**src/rtl/pcm_cfg.svh**
```systemverilog
`ifndef PCM_CFG_SVH
`define PCM_CFG_SVH

// timing, tick of one millisecond at 250 MHz
`define PCM_CLK_KHZ        250000
`define PCM_TICK_MS        1
`define PCM_TICK_CYC       (`PCM_TICK_MS * `PCM_CLK_KHZ)
`define PCM_PULSE_SHORT_MS 16'd100
`define PCM_PULSE_LONG_MS  16'd350
`define PCM_START_MAX_S    30
`define PCM_START_MAX_MS   (`PCM_START_MAX_S * 1000)

// register byte offsets
`define PCM_REG_CTRL       8'h00
`define PCM_REG_MUTE       8'h04
`define PCM_REG_MON        8'h08
`define PCM_REG_CLKCNT     8'h0C
`define PCM_REG_STATUS     8'h10

// control field positions
`define PCM_CTRL_LOCK_LSB  0
`define PCM_CTRL_TOPONLY   2
`define PCM_CTRL_PERMIT    3
`define PCM_CTRL_ERRACT    4
`define PCM_CTRL_STLONG    5
`define PCM_CTRL_CKLONG    6

// reset values
`define PCM_CTRL_RST       7'h12
`define PCM_MUTE_RST       16'h0000
`define PCM_MON_RST        16'h1388
`define PCM_CLKCNT_RST     4'h1

`endif

```
**src/rtl/pcm_pkg.sv**
```systemverilog
package pcm_pkg;

	typedef enum logic [1:0] {
		ST_START = 2'b00,
		ST_WAIT  = 2'b01,
		ST_RUN   = 2'b10,
		ST_STOP  = 2'b11
	} pcm_state_t;

	typedef enum logic [1:0] {
		LK_OFF    = 2'b00,
		LK_NONE   = 2'b01,
		LK_ALWAYS = 2'b10,
		LK_DOWN   = 2'b11
	} pcm_lock_t;

endpackage : pcm_pkg

```
**src/rtl/pcm_sync.sv**
```systemverilog
`timescale 1ns/100ps
`default_nettype none
module pcm_sync #(
	parameter int W = 7
) (
	input  wire logic         clk,
	input  wire logic         rst,
	input  wire logic [W-1:0] async_in,
	output var  logic [W-1:0] sync_out
);

	logic [W-1:0] s1_ff;
	logic [W-1:0] s2_ff;
	logic [W-1:0] s3_ff;

	// three stages; a change counts once stages two and three agree
	genvar i;
	generate
		for (i = 0; i < W; i = i + 1) begin : g_bit
			always_ff @(posedge clk or posedge rst) begin
				if (rst) begin
					s1_ff[i]    <= 1'b0;
					s2_ff[i]    <= 1'b0;
					s3_ff[i]    <= 1'b0;
					sync_out[i] <= 1'b0;
				end else begin
					s1_ff[i] <= async_in[i];
					s2_ff[i] <= s1_ff[i];
					s3_ff[i] <= s2_ff[i];
					if (s2_ff[i] == s3_ff[i]) begin
						sync_out[i] <= s3_ff[i];
					end
				end
			end
		end
	endgenerate

endmodule : pcm_sync
`default_nettype wire

```
**src/rtl/pcm_top.sv**
```systemverilog
// The register addresses and the AHB-Lite interface to the registers were decided locally.
`timescale 1ns/100ps
`default_nettype none
`include "pcm_cfg.svh"
module pcm_top #(
	parameter int TICK_CYC = `PCM_TICK_CYC
) (
	input  wire logic        clk,
	input  wire logic        rst,
	input  wire logic        hsel,
	input  wire logic [31:0] haddr,
	input  wire logic [1:0]  htrans,
	input  wire logic        hwrite,
	input  wire logic [2:0]  hsize,
	input  wire logic [31:0] hwdata,
	input  wire logic        hready,
	output var  logic [31:0] hrdata,
	output var  logic        hreadyout,
	output var  logic        hresp,
	input  wire logic        main_en,
	input  wire logic        start_permit,
	input  wire logic        curtain,
	input  wire logic        upper_reversal_point,
	input  wire logic        ramp_up,
	input  wire logic        start_btn,
	input  wire logic        drive_en,
	output var  logic        press_en,
	output var  logic        start_req,
	output var  logic        clk_req,
	output var  logic        seq_timeout,
	output var  logic        unauth_int,
	output var  logic        no_restart,
	output var  logic        err_flag
);

	logic [6:0]           pins_s;
	logic                 men_s;
	logic                 perm_s;
	logic                 cur_s;
	logic                 top_s;
	logic                 ramp_s;
	logic                 stb_s;
	logic                 drv_s;
	logic                 cur_d_ff;
	logic                 top_d_ff;
	logic                 stb_d_ff;
	logic [31:0]          tick_cnt_ff;
	logic                 tick;
	logic [6:0]           ctrl_ff;
	logic [15:0]          mute_ff;
	logic [15:0]          mon_ff;
	logic [3:0]           clkcnt_ff;
	logic                 ph_wr_ff;
	logic                 ph_act_ff;
	logic [7:0]           ph_addr_ff;
	logic [31:0]          nxt_rdata;
	pcm_pkg::pcm_state_t  state_ff;
	pcm_pkg::pcm_state_t  nxt_state;
	pcm_pkg::pcm_lock_t   lock;
	logic [15:0]          st_hi_ff;
	logic [15:0]          ck_lo_ff;
	logic [15:0]          mute_cnt_ff;
	logic [15:0]          mon_cnt_ff;
	logic [3:0]           left_ff;
	logic                 full_ff;
	logic                 need_start_ff;
	logic                 mute_hit_ff;
	logic                 top_seen_ff;
	logic [15:0]          st_min;
	logic [15:0]          ck_min;
	logic                 start_ok;
	logic                 clock_ok;
	logic                 cur_fall;
	logic                 cur_rise;
	logic                 top_rise;
	logic                 muted;
	logic                 intervene;
	logic                 mon_over;
	logic                 set_unauth;
	logic                 set_tout;

	pcm_sync #(
		.W (7)
	) u_sync (
		.clk      (clk),
		.rst      (rst),
		.async_in ({drive_en, start_btn, ramp_up, upper_reversal_point,
		            curtain, start_permit, main_en}),
		.sync_out (pins_s)
	);

	assign men_s  = pins_s[0];
	assign perm_s = pins_s[1];
	assign cur_s  = pins_s[2];
	assign top_s  = pins_s[3];
	assign ramp_s = pins_s[4];
	assign stb_s  = pins_s[5];
	assign drv_s  = pins_s[6];
	assign lock   = pcm_pkg::pcm_lock_t'(ctrl_ff[`PCM_CTRL_LOCK_LSB +: 2]);

	// edge history of the cleaned pins
	always_ff @(posedge clk or posedge rst) begin
		if (rst) begin
			cur_d_ff <= 1'b0;
			top_d_ff <= 1'b0;
			stb_d_ff <= 1'b0;
		end else begin
			cur_d_ff <= cur_s;
			top_d_ff <= top_s;
			stb_d_ff <= stb_s;
		end
	end

	assign cur_fall = cur_d_ff & ~cur_s;
	assign cur_rise = ~cur_d_ff & cur_s;
	assign top_rise = ~top_d_ff & top_s;

	// millisecond tick; all pulse and window times count in ticks
	always_ff @(posedge clk or posedge rst) begin
		if (rst) begin
			tick_cnt_ff <= 32'h00000000;
		end else if (tick) begin
			tick_cnt_ff <= 32'h00000000;
		end else begin
			tick_cnt_ff <= tick_cnt_ff + 32'h00000001;
		end
	end

	assign tick = (tick_cnt_ff == 32'(TICK_CYC - 1));

	// ahb-lite address phase capture, zero wait states
	always_ff @(posedge clk or posedge rst) begin
		if (rst) begin
			ph_act_ff  <= 1'b0;
			ph_wr_ff   <= 1'b0;
			ph_addr_ff <= 8'h00;
		end else if (hready) begin
			ph_act_ff  <= hsel & htrans[1];
			ph_wr_ff   <= hsel & htrans[1] & hwrite;
			ph_addr_ff <= haddr[7:0];
		end
	end

	// register writes land in the data phase
	always_ff @(posedge clk or posedge rst) begin
		if (rst) begin
			ctrl_ff   <= `PCM_CTRL_RST;
			mute_ff   <= `PCM_MUTE_RST;
			mon_ff    <= `PCM_MON_RST;
			clkcnt_ff <= `PCM_CLKCNT_RST;
		end else if (ph_wr_ff) begin
			case (ph_addr_ff)
				`PCM_REG_CTRL:   ctrl_ff   <= hwdata[6:0];
				`PCM_REG_MUTE:   mute_ff   <= hwdata[15:0];
				`PCM_REG_MON:    mon_ff    <= hwdata[15:0];
				`PCM_REG_CLKCNT: clkcnt_ff <= hwdata[3:0];
				default: ;
			endcase
		end
	end

	// read mux in the address phase so data is ready next edge
	always_comb begin
		nxt_rdata = 32'h00000000;
		case (haddr[7:0])
			`PCM_REG_CTRL:   nxt_rdata = {25'h0000000, ctrl_ff};
			`PCM_REG_MUTE:   nxt_rdata = {16'h0000, mute_ff};
			`PCM_REG_MON:    nxt_rdata = {16'h0000, mon_ff};
			`PCM_REG_CLKCNT: nxt_rdata = {28'h0000000, clkcnt_ff};
			`PCM_REG_STATUS: nxt_rdata = {18'h00000, left_ff, state_ff,
			                  press_en, start_req, clk_req, seq_timeout,
			                  unauth_int, no_restart, err_flag, 1'b0};
			default:         nxt_rdata = 32'h00000000;
		endcase
	end

	always_ff @(posedge clk or posedge rst) begin
		if (rst) begin
			hrdata    <= 32'h00000000;
			hreadyout <= 1'b0;
			hresp     <= 1'b0;
		end else begin
			hreadyout <= 1'b1;
			hresp     <= 1'b0;
			if (hready && hsel && htrans[1] && !hwrite) begin
				hrdata <= nxt_rdata;
			end
		end
	end

	assign st_min = ctrl_ff[`PCM_CTRL_STLONG] ? `PCM_PULSE_LONG_MS
	                                          : `PCM_PULSE_SHORT_MS;
	assign ck_min = ctrl_ff[`PCM_CTRL_CKLONG] ? `PCM_PULSE_LONG_MS
	                                          : `PCM_PULSE_SHORT_MS;

	// start pulse high time; counter saturates past the 30 s ceiling
	always_ff @(posedge clk or posedge rst) begin
		if (rst) begin
			st_hi_ff <= 16'h0000;
		end else if (!stb_s) begin
			st_hi_ff <= 16'h0000;
		end else if (tick && st_hi_ff <= 16'(`PCM_START_MAX_MS)) begin
			st_hi_ff <= st_hi_ff + 16'h0001;
		end
	end

	// the first tick counted can come at once, so only one fewer whole ms is sure, hence strict >
	assign start_ok = stb_d_ff & ~stb_s & (st_hi_ff > st_min)
	                & (st_hi_ff <= 16'(`PCM_START_MAX_MS));

	// curtain low time, a short dip does not count toward the interventions owed
	always_ff @(posedge clk or posedge rst) begin
		if (rst) begin
			ck_lo_ff <= 16'h0000;
		end else if (cur_s) begin
			ck_lo_ff <= 16'h0000;
		end else if (tick && ck_lo_ff != 16'hFFFF) begin
			ck_lo_ff <= ck_lo_ff + 16'h0001;
		end
	end

	assign clock_ok = cur_rise & (ck_lo_ff > ck_min);

	// ramp-up muting window, restarts whenever ramp-up drops
	always_ff @(posedge clk or posedge rst) begin
		if (rst) begin
			mute_cnt_ff <= 16'h0000;
		end else if (!ramp_s || state_ff != pcm_pkg::ST_RUN) begin
			mute_cnt_ff <= 16'h0000;
		end else if (tick && mute_cnt_ff < mute_ff) begin
			mute_cnt_ff <= mute_cnt_ff + 16'h0001;
		end
	end

	assign muted = (mute_ff != 16'h0000) & ramp_s & ~top_s
	             & (mute_cnt_ff < mute_ff);
	assign intervene = cur_fall & ~muted;

	// sequence watchdog over the waiting phase
	always_ff @(posedge clk or posedge rst) begin
		if (rst) begin
			mon_cnt_ff <= 16'h0000;
		end else if (state_ff != pcm_pkg::ST_WAIT) begin
			mon_cnt_ff <= 16'h0000;
		end else if (tick && mon_cnt_ff != 16'hFFFF) begin
			mon_cnt_ff <= mon_cnt_ff + 16'h0001;
		end
	end

	assign mon_over = (mon_ff != 16'h0000) & (mon_cnt_ff >= mon_ff);

	// flag causes, evaluated against the current state
	always_comb begin
		set_tout   = (state_ff == pcm_pkg::ST_WAIT) & mon_over;
		set_unauth = 1'b0;
		if (state_ff == pcm_pkg::ST_RUN) begin
			if (top_rise && mute_hit_ff && lock == pcm_pkg::LK_ALWAYS) begin
				set_unauth = 1'b1;
			end else if (intervene && lock != pcm_pkg::LK_NONE
			             && lock != pcm_pkg::LK_OFF) begin
				set_unauth = 1'b1;
			end
		end
	end

	// main sequencer
	always_comb begin
		nxt_state = state_ff;
		case (state_ff)
			pcm_pkg::ST_START: begin
				if (start_ok && men_s) begin
					nxt_state = pcm_pkg::ST_WAIT;
				end
			end
			pcm_pkg::ST_WAIT: begin
				if (set_tout) begin
					nxt_state = pcm_pkg::ST_START;
				end else if (!men_s) begin
					nxt_state = pcm_pkg::ST_STOP;
				end else if (left_ff == 4'h0 && !seq_timeout
				             && !unauth_int
				             && (!full_ff || !ctrl_ff[`PCM_CTRL_PERMIT]
				                 || perm_s)) begin
					nxt_state = pcm_pkg::ST_RUN;
				end
			end
			pcm_pkg::ST_RUN: begin
				if (!men_s || intervene) begin
					nxt_state = pcm_pkg::ST_STOP;
				end else if (set_unauth) begin
					nxt_state = pcm_pkg::ST_START;
				end else if (top_rise) begin
					nxt_state = pcm_pkg::ST_WAIT;
				end
			end
			pcm_pkg::ST_STOP: begin
				if (top_seen_ff && men_s && cur_s
				    && (!ctrl_ff[`PCM_CTRL_TOPONLY] || !drv_s)) begin
					nxt_state = need_start_ff ? pcm_pkg::ST_START
					                          : pcm_pkg::ST_WAIT;
				end
			end
			default: nxt_state = pcm_pkg::ST_START;
		endcase
	end

	always_ff @(posedge clk or posedge rst) begin
		if (rst) begin
			state_ff <= pcm_pkg::ST_START;
		end else begin
			state_ff <= nxt_state;
		end
	end

	// interventions still owed before the stroke may run
	always_ff @(posedge clk or posedge rst) begin
		if (rst) begin
			left_ff <= 4'h0;
		end else if (nxt_state == pcm_pkg::ST_WAIT
		             && state_ff != pcm_pkg::ST_WAIT) begin
			left_ff <= clkcnt_ff;
		end else if (state_ff == pcm_pkg::ST_WAIT && clock_ok
		             && left_ff != 4'h0) begin
			left_ff <= left_ff - 4'h1;
		end
	end

	// permit is only looked at after a full start, never while running
	always_ff @(posedge clk or posedge rst) begin
		if (rst) begin
			full_ff <= 1'b0;
		end else if (state_ff == pcm_pkg::ST_START) begin
			full_ff <= 1'b1;
		end else if (state_ff == pcm_pkg::ST_RUN) begin
			full_ff <= 1'b0;
		end
	end

	// a stop out of the run state in interlock-always mode, or one with an unauthorised intervention, must be recovered by a full start
	always_ff @(posedge clk or posedge rst) begin
		if (rst) begin
			need_start_ff <= 1'b0;
		end else if (state_ff == pcm_pkg::ST_RUN && nxt_state ==
		             pcm_pkg::ST_STOP) begin
			need_start_ff <= set_unauth | (lock == pcm_pkg::LK_ALWAYS);
		end else if (state_ff == pcm_pkg::ST_START) begin
			need_start_ff <= 1'b0;
		end
	end

	// remembers a curtain break hidden by muting during this stroke
	always_ff @(posedge clk or posedge rst) begin
		if (rst) begin
			mute_hit_ff <= 1'b0;
		end else if (state_ff != pcm_pkg::ST_RUN) begin
			mute_hit_ff <= 1'b0;
		end else if (cur_fall && muted) begin
			mute_hit_ff <= 1'b1;
		end
	end

	// top reached since the stop; top already high counts too
	always_ff @(posedge clk or posedge rst) begin
		if (rst) begin
			top_seen_ff <= 1'b0;
		end else if (state_ff != pcm_pkg::ST_STOP) begin
			top_seen_ff <= 1'b0;
		end else if (top_s) begin
			top_seen_ff <= 1'b1;
		end
	end

	// sticky faults; set wins over the acknowledge in the same cycle
	always_ff @(posedge clk or posedge rst) begin
		if (rst) begin
			seq_timeout <= 1'b0;
		end else if (set_tout) begin
			seq_timeout <= 1'b1;
		end else if (state_ff == pcm_pkg::ST_START && start_ok) begin
			seq_timeout <= 1'b0;
		end
	end

	always_ff @(posedge clk or posedge rst) begin
		if (rst) begin
			unauth_int <= 1'b0;
		end else if (set_unauth) begin
			unauth_int <= 1'b1;
		end else if ((state_ff == pcm_pkg::ST_START && start_ok)
		             || (cur_rise && lock != pcm_pkg::LK_ALWAYS
		                 && state_ff != pcm_pkg::ST_START)) begin
			unauth_int <= 1'b0;
		end
	end

	// registered outputs from next state and this cycle's fault causes, so all move together
	always_ff @(posedge clk or posedge rst) begin
		if (rst) begin
			press_en   <= 1'b0;
			start_req  <= 1'b1;
			clk_req    <= 1'b0;
			no_restart <= 1'b0;
			err_flag   <= 1'b0;
		end else begin
			press_en   <= (nxt_state == pcm_pkg::ST_RUN) & men_s
			            & ~set_unauth & ~set_tout;
			start_req  <= (nxt_state == pcm_pkg::ST_START);
			clk_req    <= (nxt_state == pcm_pkg::ST_WAIT);
			no_restart <= (nxt_state == pcm_pkg::ST_STOP);
			err_flag   <= ctrl_ff[`PCM_CTRL_ERRACT]
			            & (seq_timeout | unauth_int | set_tout
			               | set_unauth);
		end
	end

endmodule : pcm_top
`default_nettype wire

```
**config.mk**
```make
export PLATFORM = sky130hd
export DESIGN_NAME = pcm_top
export DESIGN_NICKNAME = d
export VERILOG_FILES = /design/src/rtl/pcm_pkg.sv /design/src/rtl/pcm_sync.sv /design/src/rtl/pcm_top.sv
export VERILOG_INCLUDE_DIRS = /design/src /design/src/rtl
export SDC_FILE = /design/constraint.sdc
export NUM_CORES = 1
export LEC_CHECK = 0
export BUFFER_PORTS_ARGS = -buffer_cell sky130_fd_sc_hd__buf_2
export CORE_MARGIN = 5
export CORE_UTILIZATION = 30
export CTS_CLUSTER_DIAMETER = 30
export DETAILED_ROUTE_END_ITERATION = 16
export MAX_ROUTING_LAYER = met4
export PLACE_DENSITY_LB_ADDON = 0.2
export SLEW_MARGIN = 20
export SYNTH_ARGS = -nofsm -noshare
export SYNTH_HDL_FRONTEND = slang
export SYNTH_SLANG_ARGS = --single-unit
```
**constraint.sdc**
```tcl
create_clock -name clk -period 6.8 [get_ports clk]
set_input_delay 0.34 -clock clk [delete_from_list [all_inputs] [get_ports clk]]
set_output_delay 0.34 -clock clk [all_outputs]
set_load 0.03 [all_outputs]
```
* Yosys cells after proc, flatten, opt, wreduce, memory -nomap -nowiden
Cells that the tools add are included.
Storage, ports and cells: output and inout bits 41, word-level logic and storage cells 233, bits in registers 229
Operators by class: $lt $le $gt $ge 5, muxes and demuxes 39, add/subtract/negate cells 6, reductions and logical operators 65, bitwise operators 31, eq/ne operators 30
Operator list (number):
- 16-bit two-way mux | 8
- 16-bit case mux with 5 select lines | 1
- 16-bit by 1-bit adder with 16-bit output (second input constant) | 4
- 32-bit by 1-bit adder with 32-bit output (second input constant) | 1
- 32-bit by 18-bit == test with 1-bit output (second input constant) | 1
- 8-bit by 4-bit == test with 1-bit output (second input constant) | 4
- 16-bit by 9-bit > comparator with 1-bit output | 2
- 32-bit two-way mux | 1
- 16-bit != test (second input constant) | 2
- 16-bit nonzero test | 2
- 1-bit logical AND | 26
- 2-bit nonzero test | 12
- 1-bit bitwise AND | 19
- 9-bit two-way mux | 2
- 8-bit by 3-bit == test with 1-bit output (second input constant) | 2
- 16-bit greater-or-equal comparator | 1
- 16-bit by 15-bit less-or-equal comparator with 1-bit output (second input constant) | 1
- 8-bit logical NOT | 2
- 16-bit < comparator | 1
- 1-bit two-way mux | 16
- 2-bit two-way mux | 8
- 2-bit == test (second input constant) | 5
- 1-bit logical NOT | 9
- 8-bit by 5-bit == test with 1-bit output (second input constant) | 1
- 14 further kinds | 45

* Logic depth before layout (Yosys ltp)
depth after elaboration 18, mapped depth 10

* Hierarchy
Synthesis repeated with hierarchy kept, for this count alone.
Second synthesis, totals: cells, all modules 1017, area total of the unflattened synthesis 10762.8 um2
By module, submodules not included:
- pcm_top | cells an instance 981, times used 1, area each 9979.6 um2
- pcm_sync | cells an instance 36, times used 1, area each 783.3 um2

* Worst setup path before layout
Ideal clock, no wire load.
kind flip-flop to flip-flop, start register mute_ff[15], end register left_ff[3], data required time 6674 ps, path buffers 0, library setup time 126 ps, slack 3929 ps, cell stages (with the launch flop) 10, arrival 2745 ps, cell sequence dfrtp_1 > inv_1 > ha_1 > nand4_1 > or3_1 > o41ai_4 > o41ai_2 > a221o_1 > a32o_1 > a221o_1
On the way: word-level cells in the longest chain between the ends 17
Ends and longest elaborated chain:
- start, declared | line pcm_top.sv:50 | logic [15:0] mute_ff;
- start signal, assigned | line pcm_top.sv:148 | mute_ff <= `PCM_MUTE_RST;
- start signal, assigned | line pcm_top.sv:154 | `PCM_REG_MUTE: mute_ff <= hwdata[15:0];
- parallel branches: the longest is 3 deep, another holds 16-bit < comparator
- 1-bit bitwise AND (*) | line pcm_top.sv:236 | & (mute_cnt_ff < mute_ff);
- 1-bit NOT (*) | line pcm_top.sv:237 | assign intervene = cur_fall & ~muted;
- 1-bit bitwise AND (*) | line pcm_top.sv:237
- 1-bit logical AND | line pcm_top.sv:259 | end else if (intervene && lock != pcm_pkg::LK_NONE
- 1-bit logical AND | line pcm_top.sv:260 | && lock != pcm_pkg::LK_OFF) begin
- 1-bit two-way mux | line pcm_top.sv:259
- 1-bit two-way mux | line pcm_top.sv:257 | if (top_rise && mute_hit_ff && lock == pcm_pkg::LK_ALWAYS) begin
- 1-bit two-way mux | line pcm_top.sv:256 | if (state_ff == pcm_pkg::ST_RUN) begin
- 2-bit two-way mux | line pcm_top.sv:290 | end else if (set_unauth) begin
- 2-bit two-way mux (*) | line pcm_top.sv:288 | if (!men_s || intervene) begin
- 2-bit case mux with 4 select lines (*) | line pcm_top.sv:269 | case (state_ff)
- 2-bit by 1-bit == test with 1-bit output (*) | line pcm_top.sv:319 | end else if (nxt_state == pcm_pkg::ST_WAIT
- 1-bit logical AND (*) | line pcm_top.sv:320 | && state_ff != pcm_pkg::ST_WAIT) begin
- 4-bit two-way mux or 2-bit nonzero test (tied branches)
- end signal, assigned | line pcm_top.sv:321 | left_ff <= clkcnt_ff;
- end signal, assigned | line pcm_top.sv:324 | left_ff <= left_ff - 4'h1;
- end, declared | line pcm_top.sv:64 | logic [3:0] left_ff;
Mark *: on every way between the ends. A chain may end at the register's enable or synchronous reset.

* Final worst setup path
start register mute_ff[7], end register left_ff[3]
Same word-level chain as after synthesis.

==> run summary <==
Final wirelength: 27300 um
Final period utilization: 48.9%
Status: finished, final reports clean
Yosys top cell by area: dfrtp_1
Met3 usage: 2.92%
Async SR Flop Fraction: 100%
CP endpoint: left_ff[3]
CTS tree: done
Most common cell in the netlist: dfrtp_1
Mapped Cells: 1018
Cell row count: 69
Gr ovfl total: 0
Avg Inst Size Synth: 10.6 um2
DR pass1 iterations: 5
Setup violations, final: 0
Global-route wire length before repair: 44300 um
DP HPWL: 19400 um
Initial antenna violation count: 0
Hold Path Class: in -> reg
Logic pwr share: 3.5%
Switching Fraction: 21.5%
DRC: 0
Number of buffers created by CTS: 55
Worst-Skew Late Latency: 0.55 ns
Routed WL per cell: 16.8 um
Nets: 1245
CTS H-tree depth: 2
Die footprint: 40000 um2
Gr usage total: 14.2%
Layout area overhead: 26.2%
Share of cells above drive strength 1: 20.7%
Largest net degree at the start of global routing: 92
Via count: 7907
Overall power: 4290 uW
Main flop type after synthesis: dfrtp_1
Core ar.: 35600 um2
Slew Limit Fails: 0
Max FO, Critical Path: 6
Peak Freq: 301 MHz
Power density over cell area: 314 nW/um2
Reg2Reg Depth: 9
Worst hold path depth: 2
Clk sinks: 213
Cell variety after synth: 76
Reg clk slew, reported paths: 0.05 ns
Max clock buf depth: 3
Critical path startpoint: mute_ff[7]
Required time of the critical path: 7.23 ns
Int Pwr: 3370 uW
Most Used Layer, Global Route: met2
List of most frequent post-synthesis cells: 204 x dfrtp_1, 83 x nor2_1, 67 x nand2_1
Hold Violations, Final: 0
Setup TNS: 0 ns
Die Height: 200 um
CP Launch Type: register
GP Congestion: 0.811
Vias in the first global route: 8034
CTS Root Cell: clkbuf_16
Worst R2R End: left_ff[3]
WS Path Type: reg -> reg
Post-CTS Setup Inserts: 0
RSZ-0062 raised after global routing: no
Die Wd: 200 um
GRT met2 Usage: 21.4%
Slew @ Worst Pin: 0.976 ns
Post-synthesis sequential area ratio: 49.3%
Post-synth EDFFs: 0
Max_slew headroom: 34.7%
Maximum vdd drop: 0.000178 V
R2R Setup Slk: 3.48 ns
Mapped Area: 10800 um2
Iteration-0 DRC Markers: 348
Worst hold slack: 0.0312 ns
GR Util met1: 19.3%
Max Cap Violations: 0
Vias per inst: 4.87
CP Capture Type: register
Static Leak: 0.00604 uW
Yosys warning count: 0
Number of synthesized register bits: 213
Synth top area share: 47.1%
Initial Util: 30.5%
Period minus WS final: 3.32 ns
ANT cells: 0
R2R Path Start: mute_ff[7]
Top cells by area, synth: dfrtp_1 47%, ha_1 5.5%, mux2_2 5.1%, xnor2_1 3.7%, xor2_1 2.9%
IO Pins: 122
Number of port buffers: 60
Clock Skew: 0.0169 ns
Worst path arrival time: 3.76 ns
Clock power share: 65.0%
Sequential power share: 31.6%
Switching pwr: 921 uW
Post-DRT Antenna Nets: 0
[sequential cells by signal, indices dropped and copies added, names as in the netlist, 8 cells and up]
name,count
ck_lo_ff,16
mon_cnt_ff,16
tick_cnt_ff,32
hrdata,16
mute_ff,16
ph_addr_ff,8
mute_cnt_ff,16
st_hi_ff,16
mon_ff,16
[layout by cell type, fill, tap and decap left out, types with 6 or more instances in the layout]
cell,n
nor2_1,83
and3_1,13
xnor2_1,46
nor3_1,18
mux2i_1,9
dlygate4sd3_1,8
clkbuf_16,56
clkinv_2,6
a221oi_1,6
maj3_1,7
mux2_2,49
or3_1,9
ha_1,48
a22o_1,7
inv_1,55
conb_1,18
a21oi_1,31
buf_2,60
dfstp_2,9
nand3_1,33
and2_1,19
nor2b_1,11
nand2b_1,6
xor2_1,36
bufinv_16,12
o21a_1,8
clkinvlp_4,12
o211ai_1,9
nor4_1,20
and4_1,7
or4_1,6
nand4_1,41
a22oi_1,6
nand2_1,67
clkbuf_1,9
dfrtp_1,204
o21ai_0,30
[per-layer routing]
metal  up-vias  wire [um]
li1       3833          -
met1      3855      13000
met2       169      12200
met3        50       1440
met4         0        614
met5         -          0
[worst max-delay path, cell delays in order (launching register included)]
cell	delay (ns)
dfrtp_1	0.41
inv_1	0.09
ha_1	0.31
and2_0	0.17
a221oi_1	0.30
o22ai_1	0.29
o41ai_2	0.70
a221o_1	0.40
a21oi_1	0.17
a221o_1	0.37
[stage by stage]
step           utilization [%]  cells  instance area, um2  worst slack, ns
2_1_floorplan                -   1034               10900            0.652
4_1_cts                   38.4   1623               13700             3.52
3_3_place_gp              32.5   1512               11600             3.55
3_5_place_dp              32.5   1512               11600             3.52
6_report                  38.4   1623               13700             3.48
5_1_grt                   38.4   1623               13700             3.32
[kinds of logic after synthesis]
logic type                 share of synthesized area (%)
muxes                                               6.13
DFF                                                 49.3
adders and majority gates                           6.19
AOI/OAI and AO/OA                                   9.30
other                                             0.0693
buffers and inverters                               4.27
and+or+nand+nor                                     18.1
xor gates and xnor gates                            6.63
[repair_timing]
action | CTS | global route
hold buffers | 8 | 0
resized for setup | 0 | 0
hold endpoints to repair | 91 | 0
[final cells by class]
class | instances | area, um2
Fill cell | 3496 | 21900
Sequential cell | 213 | 5340
Multi-Input combinational cell | 717 | 5100
Clock buffer | 70 | 1500
Tap cell | 461 | 577
Clock inverter | 33 | 514
Timing Repair Buffer | 73 | 418
Inverter | 56 | 218
[power groups by stage]
stage / sequential [uW] / clock [uW] / combinational [uW]
after floorplan: 1360 / 0 / 108
after global placement: 1370 / 0 / 147
after detailed placement: 1370 / 0 / 149
after CTS: 1350 / 2850 / 153
after global routing: 1360 / 2930 / 170
final: 1350 / 2790 / 149
[how the worst min path moves through the flow]
stage | startpoint | end
final | haddr[0] | ph_addr_ff[0]
after global routing | haddr[0] | ph_addr_ff[0]
after CTS | haddr[0] | ph_addr_ff[0]
after detailed placement | u_sync.s1_ff[5] | u_sync.s2_ff[5]
after global placement | u_sync.s1_ff[6] | u_sync.s2_ff[6]
after floorplan | u_sync.s1_ff[0] | u_sync.s2_ff[0]
No activity file was read; power rests on OpenSTA's default activity.
